`config.mk`:
```
export PLATFORM = sky130hd
export DESIGN_NAME = branch_compare_skip_unit
export DESIGN_NICKNAME = d
export VERILOG_FILES = /design/src/hdl/bcs_pkg.sv /design/src/hdl/flag_compare.sv /design/src/hdl/branch_compare_skip_unit.sv
export SDC_FILE = /design/constraint.sdc
export NUM_CORES = 1
export LEC_CHECK = 0
export BUFFER_PORTS_ARGS = -buffer_cell sky130_fd_sc_hd__buf_2
export CAP_MARGIN = 10
export CORE_UTILIZATION = 40
export CTS_CLUSTER_SIZE = 14
export DETAILED_ROUTE_END_ITERATION = 10
export GPL_TIMING_DRIVEN = 1
export PLACE_DENSITY_LB_ADDON = 0.08
export RECOVER_POWER = 25
export SLEW_MARGIN = 30
export SYNTH_ARGS = -nofsm -noshare
export SYNTH_HDL_FRONTEND = slang
export SYNTH_SLANG_ARGS = --single-unit
```
`constraint.sdc`:
```
create_clock -name CORE_CLK -period 3.8 [get_ports CORE_CLK]
set_input_delay 0.38 -clock CORE_CLK [delete_from_list [all_inputs] [get_ports CORE_CLK]]
set_output_delay 0.38 -clock CORE_CLK [all_outputs]
set_load 0.005 [all_outputs]
```
`src/hdl/bcs_pkg.sv`:
```
// Purpose: constants for the branch, compare and skip unit
// Assumes: 16-bit instruction words, 16-bit word-addressed PC
// Notes: the conditional branches share one decode path
package bcs_pkg;
	localparam int PC_W = 16;
	// Flag register bit positions
	localparam int FLAG_C = 0;
	localparam int FLAG_Z = 1;
	localparam int FLAG_N = 2;
	localparam int FLAG_V = 3;
	localparam int FLAG_S = 4;
	localparam int FLAG_H = 5;
	localparam int FLAG_T = 6;
	localparam int FLAG_I = 7;
	// Opcode patterns and masks
	localparam logic [15:0] MASK_6   = 16'hFC00;
	localparam logic [15:0] OP_EQ_SKIP      = 16'h1000;
	localparam logic [15:0] OP_CMP_REG      = 16'h1400;
	localparam logic [15:0] OP_CMP_BORROW   = 16'h0400;
	localparam logic [15:0] MASK_4   = 16'hF000;
	localparam logic [15:0] OP_CMP_IMM      = 16'h3000;
	localparam logic [15:0] MASK_REG_BIT    = 16'hFE08;
	localparam logic [15:0] OP_REG_BIT_LOW  = 16'hFC00;
	localparam logic [15:0] OP_REG_BIT_HIGH = 16'hFE00;
	localparam logic [15:0] MASK_8   = 16'hFF00;
	localparam logic [15:0] OP_IO_BIT_LOW   = 16'h9900;
	localparam logic [15:0] OP_IO_BIT_HIGH  = 16'h9B00;
	localparam logic [15:0] MASK_BR  = 16'hFC00;
	localparam logic [15:0] OP_FLAG_SET     = 16'hF000;
	localparam logic [15:0] OP_FLAG_CLEAR   = 16'hF400;
	localparam logic [15:0] MASK_CALL = 16'hFE0E;
	localparam logic [15:0] OP_CALL  = 16'h940E;
	localparam logic [15:0] MASK_JMP = 16'hFE0C;
	localparam logic [15:0] OP_JMP   = 16'h940C;
	localparam logic [15:0] OP_LDS   = 16'h9000;
	localparam logic [15:0] OP_STS   = 16'h9200;
	localparam logic [15:0] MASK_LDS = 16'hFE0F;
	localparam logic [15:0] OP_ROUTINE_EXIT = 16'h9508;
	localparam logic [15:0] OP_IRQ_EXIT     = 16'h9518;
	// Cycle counts
	localparam logic [1:0] CYC_SKIP1   = 2'h1;
	localparam logic [1:0] CYC_SKIP2   = 2'h2;
	localparam logic [1:0] CYC_BRANCH  = 2'h1;
	localparam logic [1:0] CYC_FOUR    = 2'h3;
	localparam logic [PC_W-1:0] PC_RESET = 16'h0000;
endpackage : bcs_pkg

```
`src/hdl/flag_compare.sv`:
```
// Purpose: subtract-and-flag unit for the compare instructions
// Assumes: operands and carry-in presented combinationally
// Notes: produces flags only, no result is stored
`timescale 1ns/1ns
`default_nettype none
module flag_compare (
	// Operands
	input  wire logic [7:0] lhs,
	input  wire logic [7:0] rhs,
	input  wire logic       borrow_in,
	input  wire logic       chain_z,
	input  wire logic       use_chain,
	// Flags
	output logic            flag_z,
	output logic            flag_n,
	output logic            flag_v,
	output logic            flag_c,
	output logic            flag_h,
	output logic            flag_s
);
	logic [7:0] diff;
	logic [8:0] wide;

	always_comb begin
		wide   = {1'b0, lhs} - {1'b0, rhs} - {8'h00, borrow_in};
		diff   = wide[7:0];
		flag_c = (~lhs[7] & rhs[7]) | (rhs[7] & diff[7]) | (diff[7] & ~lhs[7]);
		flag_h = (~lhs[3] & rhs[3]) | (rhs[3] & diff[3]) | (diff[3] & ~lhs[3]);
		flag_v = (lhs[7] & ~rhs[7] & ~diff[7]) | (~lhs[7] & rhs[7] & diff[7]);
		flag_n = diff[7];
		flag_s = flag_n ^ flag_v;
		// Borrow form keeps Z only if it was already set
		flag_z = (diff == 8'h00) & (~use_chain | chain_z);
	end
endmodule : flag_compare
`default_nettype wire

```
`src/hdl/branch_compare_skip_unit.sv`:
```
// Purpose: control flow for compare, skip, branch, call and return
// Assumes: instruction, operands and I/O bit valid with INSTR_VALID
// Notes: stack access itself lives outside; this unit sequences it
`timescale 1ns/1ns
`default_nettype none
module branch_compare_skip_unit (
	// Clock and reset
	input  wire logic                   CORE_CLK,
	input  wire logic                   NRST,
	input  wire logic                   CLK_EN,
	// Instruction stream
	input  wire logic                   INSTR_VALID,
	input  wire logic [15:0]            INSTR,
	input  wire logic [15:0]            NEXT_INSTR,
	input  wire logic [15:0]            EXT_WORD,
	// Register file and I/O read paths
	input  wire logic [7:0]             RD_DATA,
	input  wire logic [7:0]             RR_DATA,
	input  wire logic                   IO_BIT,
	// Stack
	input  wire logic [bcs_pkg::PC_W-1:0] STACK_PC,
	// Program counter and flags
	output logic [bcs_pkg::PC_W-1:0]    PC,
	output logic [7:0]                  FLAGS,
	output logic                        BUSY,
	output logic                        STACK_PUSH,
	output logic                        STACK_POP,
	output logic [bcs_pkg::PC_W-1:0]    RETURN_ADDR
);
	import bcs_pkg::*;

	typedef enum {ST_RUN, ST_WAIT} state_e;

	// Sequencer state
	state_e          state;
	logic [1:0]      wait_cnt;
	logic [PC_W-1:0] pending_pc;

	// Instruction decode
	logic            is_eq_skip;
	logic            is_cmp_reg;
	logic            is_cmp_borrow;
	logic            is_cmp_imm;
	logic            is_reg_low;
	logic            is_reg_high;
	logic            is_io_low;
	logic            is_io_high;
	logic            is_flag_set;
	logic            is_flag_clear;
	logic            is_call;
	logic            is_exit;
	logic            is_irq_exit;
	logic            is_compare;
	logic            next_two_word;

	// Conditions and operands
	logic            skip_cond;
	logic            br_cond;
	logic            sel_flag;
	logic [7:0]      cmp_rhs;
	logic            cmp_borrow;
	logic [PC_W-1:0] br_offset;
	logic [PC_W-1:0] skip_step;

	// Compare unit results
	logic            cz;
	logic            cn;
	logic            cv;
	logic            cc;
	logic            ch;
	logic            cs;

	// Flag register bits
	logic            flag_c;
	logic            flag_z;
	logic            flag_n;
	logic            flag_v;
	logic            flag_s;
	logic            flag_h;
	logic            flag_i;

	// Issue qualifiers
	logic            issue;
	logic            wait_done;
	logic            start_skip;
	logic            start_branch;
	logic            start_call;
	logic            start_exit;
	logic            start_wait;

	// Next values
	logic [1:0]      next_wait_cnt;
	logic [PC_W-1:0] next_pending_pc;

	assign issue     = CLK_EN & INSTR_VALID & (state == ST_RUN);
	assign wait_done = CLK_EN & (state == ST_WAIT) & (wait_cnt == 2'h1);
	assign BUSY      = state == ST_WAIT;

	always_comb begin
		is_eq_skip    = (INSTR & MASK_6) == OP_EQ_SKIP;
		is_cmp_reg    = (INSTR & MASK_6) == OP_CMP_REG;
		is_cmp_borrow = (INSTR & MASK_6) == OP_CMP_BORROW;
		is_cmp_imm    = (INSTR & MASK_4) == OP_CMP_IMM;
		is_reg_low    = (INSTR & MASK_REG_BIT) == OP_REG_BIT_LOW;
		is_reg_high   = (INSTR & MASK_REG_BIT) == OP_REG_BIT_HIGH;
		is_io_low     = (INSTR & MASK_8) == OP_IO_BIT_LOW;
		is_io_high    = (INSTR & MASK_8) == OP_IO_BIT_HIGH;
		is_flag_set   = (INSTR & MASK_BR) == OP_FLAG_SET;
		is_flag_clear = (INSTR & MASK_BR) == OP_FLAG_CLEAR;
		is_call       = (INSTR & MASK_CALL) == OP_CALL;
		is_exit       = INSTR == OP_ROUTINE_EXIT;
		is_irq_exit   = INSTR == OP_IRQ_EXIT;
		is_compare    = is_cmp_reg | is_cmp_borrow | is_cmp_imm;
	end

	// Skipped instruction length decides 2 or 3 cycle skip
	always_comb begin
		next_two_word = ((NEXT_INSTR & MASK_JMP) == OP_JMP)
			| ((NEXT_INSTR & MASK_LDS) == OP_LDS)
			| ((NEXT_INSTR & MASK_LDS) == OP_STS);
	end

	// Immediate form: K split across the opcode
	assign cmp_rhs    = is_cmp_imm ? {INSTR[11:8], INSTR[3:0]} : RR_DATA;
	assign cmp_borrow = is_cmp_borrow & flag_c;

	flag_compare u_cmp (
		.lhs       (RD_DATA),
		.rhs       (cmp_rhs),
		.borrow_in (cmp_borrow),
		.chain_z   (flag_z),
		.use_chain (is_cmp_borrow),
		.flag_z    (cz),
		.flag_n    (cn),
		.flag_v    (cv),
		.flag_c    (cc),
		.flag_h    (ch),
		.flag_s    (cs)
	);

	always_comb begin
		skip_cond = 1'b0;
		if (is_eq_skip)
			skip_cond = RD_DATA == RR_DATA;
		else if (is_reg_low)
			skip_cond = ~RR_DATA[INSTR[2:0]];
		else if (is_reg_high)
			skip_cond = RR_DATA[INSTR[2:0]];
		else if (is_io_low)
			skip_cond = ~IO_BIT;
		else if (is_io_high)
			skip_cond = IO_BIT;
	end

	// Aliases (equal, carry, unsigned, signed, half, T) are flag selects
	always_comb begin
		sel_flag = FLAGS[INSTR[2:0]];
		// S flag holds N^V, so signed branches use bit 4
		br_cond = is_flag_set ? sel_flag : ~sel_flag;
		br_cond = br_cond & (is_flag_set | is_flag_clear);
	end

	// Signed 7-bit displacement, sign extended
	assign br_offset = {{(PC_W-7){INSTR[9]}}, INSTR[9:3]};
	assign skip_step = next_two_word ? 16'h0003 : 16'h0002;

	// Decode is exclusive; the priority only guards against odd words
	always_comb begin
		start_skip   = issue & skip_cond;
		start_branch = issue & ~skip_cond & br_cond;
		start_call   = issue & ~skip_cond & ~br_cond & is_call;
		start_exit   = issue & ~skip_cond & ~br_cond & ~is_call
			& (is_exit | is_irq_exit);
		start_wait   = start_skip | start_branch | start_call | start_exit;
	end

	// Extra wait cycles stand for fetch of the skipped or target words
	always_comb begin
		next_pending_pc = pending_pc;
		next_wait_cnt   = wait_cnt;
		if (start_skip) begin
			next_pending_pc = PC + skip_step;
			next_wait_cnt   = next_two_word ? CYC_SKIP2 : CYC_SKIP1;
		end else if (start_branch) begin
			next_pending_pc = PC + br_offset + 16'h0001;
			next_wait_cnt   = CYC_BRANCH;
		end else if (start_call) begin
			next_pending_pc = EXT_WORD;
			next_wait_cnt   = CYC_FOUR;
		end else if (start_exit) begin
			next_pending_pc = STACK_PC;
			next_wait_cnt   = CYC_FOUR;
		end else if (state == ST_WAIT) begin
			next_wait_cnt   = wait_cnt - 2'h1;
		end
	end

	always_ff @(posedge CORE_CLK or negedge NRST) begin
		if (!NRST) begin
			state <= ST_RUN;
		end else if (CLK_EN) begin
			unique case (state)
				ST_RUN: begin
					if (start_wait)
						state <= ST_WAIT;
				end
				ST_WAIT: begin
					if (wait_cnt == 2'h1)
						state <= ST_RUN;
				end
			endcase
		end
	end

	always_ff @(posedge CORE_CLK or negedge NRST) begin
		if (!NRST) begin
			wait_cnt <= 2'h0;
		end else if (CLK_EN) begin
			wait_cnt <= next_wait_cnt;
		end
	end

	always_ff @(posedge CORE_CLK or negedge NRST) begin
		if (!NRST) begin
			pending_pc <= PC_RESET;
		end else if (CLK_EN) begin
			pending_pc <= next_pending_pc;
		end
	end

	// PC moves only by whole instructions
	always_ff @(posedge CORE_CLK or negedge NRST) begin
		if (!NRST) begin
			PC <= PC_RESET;
		end else if (wait_done) begin
			PC <= pending_pc;
		end else if (issue & ~start_wait) begin
			PC <= PC + 16'h0001;
		end
	end

	always_ff @(posedge CORE_CLK or negedge NRST) begin
		if (!NRST) begin
			STACK_PUSH <= 1'b0;
		end else if (CLK_EN) begin
			STACK_PUSH <= start_call;
		end
	end

	always_ff @(posedge CORE_CLK or negedge NRST) begin
		if (!NRST) begin
			STACK_POP <= 1'b0;
		end else if (CLK_EN) begin
			STACK_POP <= start_exit;
		end
	end

	always_ff @(posedge CORE_CLK or negedge NRST) begin
		if (!NRST) begin
			RETURN_ADDR <= PC_RESET;
		end else if (start_call) begin
			RETURN_ADDR <= PC + 16'h0002;
		end
	end

	// Borrow form chains Z inside the compare unit
	always_ff @(posedge CORE_CLK or negedge NRST) begin
		if (!NRST) begin
			flag_z <= 1'b0;
		end else if (issue & is_compare) begin
			flag_z <= cz;
		end
	end

	always_ff @(posedge CORE_CLK or negedge NRST) begin
		if (!NRST) begin
			flag_n <= 1'b0;
			flag_v <= 1'b0;
			flag_s <= 1'b0;
		end else if (issue & is_compare) begin
			flag_n <= cn;
			flag_v <= cv;
			flag_s <= cs;
		end
	end

	always_ff @(posedge CORE_CLK or negedge NRST) begin
		if (!NRST) begin
			flag_c <= 1'b0;
			flag_h <= 1'b0;
		end else if (issue & is_compare) begin
			flag_c <= cc;
			flag_h <= ch;
		end
	end

	// Only the interrupt return touches I here
	always_ff @(posedge CORE_CLK or negedge NRST) begin
		if (!NRST) begin
			flag_i <= 1'b0;
		end else if (issue & is_irq_exit) begin
			flag_i <= 1'b1;
		end
	end

	// T is never written by this unit, so it reads as zero
	always_comb begin
		FLAGS         = 8'h00;
		FLAGS[FLAG_C] = flag_c;
		FLAGS[FLAG_Z] = flag_z;
		FLAGS[FLAG_N] = flag_n;
		FLAGS[FLAG_V] = flag_v;
		FLAGS[FLAG_S] = flag_s;
		FLAGS[FLAG_H] = flag_h;
		FLAGS[FLAG_I] = flag_i;
	end
endmodule : branch_compare_skip_unit
`default_nettype wire

```
==> out/summary.log <==
[synth] share of cell area taken by muxes after synthesis 0.0486
[synth] Synth Warn # 0
[synth] Post-synth EDFFs 0
[clocking] clock network latency to the later pin of the worst-skew pair 0.33 ns
[pwr] power per cell area 454 mW/mm^2
[route] detailed-router iteration count before antenna repair 4
[synth] Synth Area in Simple Gates 0.200
[layout] area growth from synthesis to final layout 19.3%
[layout] number of nets in the final layout 882
[route] Iteration-0 DRC Markers 223
[setup_path] category of the worst setup path launch point input pin
[synth] sequential-to-total area share from yosys stat 0.283
[synth] Synth area leader sky130_fd_sc_hd__dfrtp_1
[sta] setup TNS after final layout 0 ns
[synth] Avg Inst Size Synth 8.14 sq um
[placed_design] count of port buffers added during placement 121
[job] max-capacitance violation count 1
[floorplan] standard cell core area 0.0128 sq mm
[route] WL/cell 17.1 um
[global_routing] wire length of the first global-routing pass 25,300 um
[sta] period utilisation layout 0.883
[sta] actual transition at the worst max-transition pin 2.01 ns
[sta] worst slew margin relative to its limit -0.341
[clocking] total clock buffers created by CTS 9
[floorplan] Vert. Die Dim 117 um
[pwr] Pwr Total 2.88 mW
[route] number of DRC violations after detailed routing 0
[synth] share of Yosys cell area claimed by the top area cell type 0.283
[synth] largest cells by area after synthesis sky130_fd_sc_hd__dfrtp_1 (28%), sky130_fd_sc_hd__ha_1 (8.2%), sky130_fd_sc_hd__nand2_1 (6.8%)
[clocking] clock transition time at the flip-flop clock pins of the worst setup and hold paths 0.05 ns
[sta] final setup slack of the worst path 0.446 ns
[route] ANT nets after route 0
[floorplan] Die ar. 0.0137 sq mm
[sta] Hold Fails Final Rpt 0
[floorplan] chip width 117 um
[synth] commonest register cell after synthesis sky130_fd_sc_hd__dfrtp_1
[placed_design] dpl hpwl 12,400 um
[synth] fraction of registers with async set or reset after synthesis 1.00
[clocking] post-CTS setup repair buffer count 0
[synth] XOR/XNOR share of the synthesized area 0.0990
[sta] unrepaired setup endpoints after global routing false
[sta] Final Skew 0.00910 ns
[synth] dominant combinational cell family by area after synthesis compound AO/OA/AOI/OAI gates
[floorplan] number of primary I/O pins 128
[synth] Synth Net Count 775
[synth] fraction of the mapped netlist area in adder cells 0.0938
[clocking] Longest Clk Path Bufs 2
[synth] netlist area before placement 0.00531 sq mm
[run_status] outcome complete, but fails checks
[global_routing] initial antenna violation count 0
[setup_path] type of destination of the critical path flop
[placed_design] worst slack, placed 0.136 ns
[route] Detailed Route WL 16,000 um
[setup_path] Crit Path Class in2reg
[layout] final core area utilization 0.496
[clocking] clock sink total 60
[floorplan] number of standard-cell rows in the floorplan 41
[sta] achievable frequency 298 MHz
[pwr] Clock Power Share 0.269
[pwr] share of total power in sequential cells 0.315
[setup_path] maximum fanout along the worst path 6
[synth] cell count after synthesis 652
[layout] fillers 1,276
[floorplan] Initial Utilization 0.416
[placed_design] global placer's final weighted congestion 0.863
[synth] Synth cell types 63
[sta] total of endpoints with negative setup slack in the final report 0
[synth] total of flip-flops plus latches after synthesis 60
[route] total via count after detailed routing 5,138
[global_routing] total routing resource utilization after global routing 0.245
[global_routing] Congestion Overflow GR 0
[pwr] Net Sw Frac 0.378
[sta] Final Max Tran Viols 35
[pwr] Worst IR Drop VDD 0.246 mV
[pwr] Static Leakage 3.05 nW
[pwr] Combinational Power Share 0.416
[clocking] H-tree depth reported by CTS 3
[layout] antenna diode count 0
[clocking] # resized after CTS 0
[clocking] cts hold-fix bufs 0
[setup_path] CP Data Required Time 3.98 ns
[route] average via count per standard cell 5.50
[clocking] clock root buffer sky130_fd_sc_hd__clkbuf_16
[global_routing] via count of the first global-routing pass 4,877
[pwr] Internal Power 1.79 mW
[clocking] TritonCTS clock tree done
[pwr] P_sw 1.09 mW
[synth] complex-gate fraction of the synthesized area 0.210
[setup_path] arrival time at the worst endpoint 3.53 ns
[layout] share of final-layout standard cells stronger than drive strength 1 0.222
[global_routing] largest net degree at the start of global routing 35
[sta] minimum clock period after layout 3.35 ns
[run_status] failing checks capacitance limit, slew limit
[hold_path] worst hold-check path type in2reg
==> layout by cell type, fill, tap and decap left out, types with 5 or more instances in the layout <==
cell and count:
sky130_fd_sc_hd__a211oi_1 14, sky130_fd_sc_hd__clkbuf_16 9, sky130_fd_sc_hd__a21o_1 16, sky130_fd_sc_hd__nor2b_1 5, sky130_fd_sc_hd__mux2_2 10, sky130_fd_sc_hd__and3_1 7
sky130_fd_sc_hd__a31oi_1 5, sky130_fd_sc_hd__nand4_1 12, sky130_fd_sc_hd__nand2_1 96, sky130_fd_sc_hd__a21oi_1 38, sky130_fd_sc_hd__xnor2_1 31, sky130_fd_sc_hd__and2_1 5
sky130_fd_sc_hd__ha_1 35, sky130_fd_sc_hd__o21ai_0 47, sky130_fd_sc_hd__or3_1 5, sky130_fd_sc_hd__a22o_1 6, sky130_fd_sc_hd__mux2i_1 10, sky130_fd_sc_hd__xor2_1 29
sky130_fd_sc_hd__dfrtp_1 60, sky130_fd_sc_hd__inv_1 36, sky130_fd_sc_hd__buf_4 15, sky130_fd_sc_hd__buf_2 120, sky130_fd_sc_hd__nand3_1 15, sky130_fd_sc_hd__nor3_1 18
sky130_fd_sc_hd__nor2_1 34, sky130_fd_sc_hd__a211o_1 6
==> synthesized netlist by cell type, drive strengths merged (5+ instances only) <==
cell,n
nand2,96
dfrtp,60
o21ai,48
a21oi,38
inv,36
ha,35
nor2,34
xnor2,31
xor2,29
clkbuf,22
buf,19
nor3,19
a21o,16
nand3,15
a211oi,14
nand4,12
mux2,10
mux2i,10
and3,7
a211o,6
a22o,6
a31oi,6
and2,6
nor2b,5
or3,5
==> through the flow <==
step / hold slack [ns] / cells / cell area [sq um]
after floorplan: 0.0844 / 652 / 5310
after global placement: 0.420 / 920 / 6050
after detailed placement: 0.433 / 920 / 6050
after CTS: 0.0770 / 934 / 6330
after global routing: 0.355 / 934 / 6330
final: 0.351 / 934 / 6330
==> path summary, 6_finish.rpt <==
check / to / start / slack [ns] / cells past startpoint
setup / recovery: flag_v$_DFFE_PN0P_ / INSTR[15] / 0.45 / 14
hold / removal: flag_i$_DFFE_PN0P_ / INSTR[4] / 0.35 / 2
hold reg to reg: RETURN_ADDR[12]$_DFFE_PN0P_ / RETURN_ADDR[12]$_DFFE_PN0P_ / 0.47 / 2
min in group asynchronous: pending_pc[12]$_DFFE_PN0P_ / NRST / 0.40 / 1
setup reg to reg: pending_pc[14]$_DFFE_PN0P_ / PC[0]$_DFFE_PN0P_ / 0.92 / 12
max in group asynchronous: pending_pc[2]$_DFFE_PN0P_ / NRST / 0.86 / 2
==> worst max-delay path, cell delays in order <==
cell and delay (ns):
sky130_fd_sc_hd__buf_2 0.14, sky130_fd_sc_hd__or3_1 0.40, sky130_fd_sc_hd__or4_1 0.43, sky130_fd_sc_hd__nor2_1 0.19, sky130_fd_sc_hd__fa_1 0.24, sky130_fd_sc_hd__inv_1 0.06, sky130_fd_sc_hd__ha_1 0.29, sky130_fd_sc_hd__nand2_1 0.07
sky130_fd_sc_hd__a21boi_0 0.23, sky130_fd_sc_hd__o21a_1 0.13, sky130_fd_sc_hd__o21ai_0 0.10, sky130_fd_sc_hd__o211ai_1 0.52, sky130_fd_sc_hd__mux2i_1 0.25, sky130_fd_sc_hd__a21oi_1 0.09
==> layer usage <==
| layer | GRT usage | wire, um | vias up |
|---|---|---|---|
| li1 | - | - | 2526 |
| met1 | 0.304 | 7060 | 2429 |
| met2 | 0.428 | 7740 | 163 |
| met3 | 0.0479 | 824 | 20 |
| met4 | 0.0734 | 361 | 0 |
| met5 | 0 | 0 | - |
==> area by class of cell <==
class | instances | area, sq um | area share
Inverter | 36 | 135 | 0.0213
Timing Repair Buffer | 137 | 721 | 0.114
Sequential cell | 60 | 1500 | 0.237
Clock inverter | 3 | 40.0 | 0.00632
Clock buffer | 11 | 233 | 0.0367
Tap cell | 172 | 215 | 0.0340
Multi-Input combinational cell | 515 | 3490 | 0.551
==> sequential cells by signal, indices dropped and copies added, names as in the netlist <==
register     cells
PC              16
RETURN_ADDR     16
STACK_POP        1
STACK_PUSH       1
flag_c           1
flag_h           1
flag_i           1
flag_n           1
flag_s           1
flag_v           1
flag_z           1
pending_pc      16
state            1
wait_cnt         2
==> power groups by stage <==
stage          clock network, mW  logic (mW)  registers [mW]
4_1_cts                    0.791        1.20           0.906
2_1_floorplan                  0       0.834           0.870
3_5_place_dp                   0        1.19           0.915
6_report                   0.773        1.20           0.906
5_1_grt                    0.825        1.34           0.922
3_3_place_gp                   0        1.18           0.912
==> kinds of logic (layout without fill, tap and decap cells) <==
group           count (synthesis)  after routing
simple gates                  223            223
flops                          60             60
other cells                     1              1
compound gates                171            171
fa+ha+maj                      38             38
xor+xnor                       60             60
buf+inv                        77            187
mux                            22             22
No activity file was read; power rests on OpenSTA's default activity.
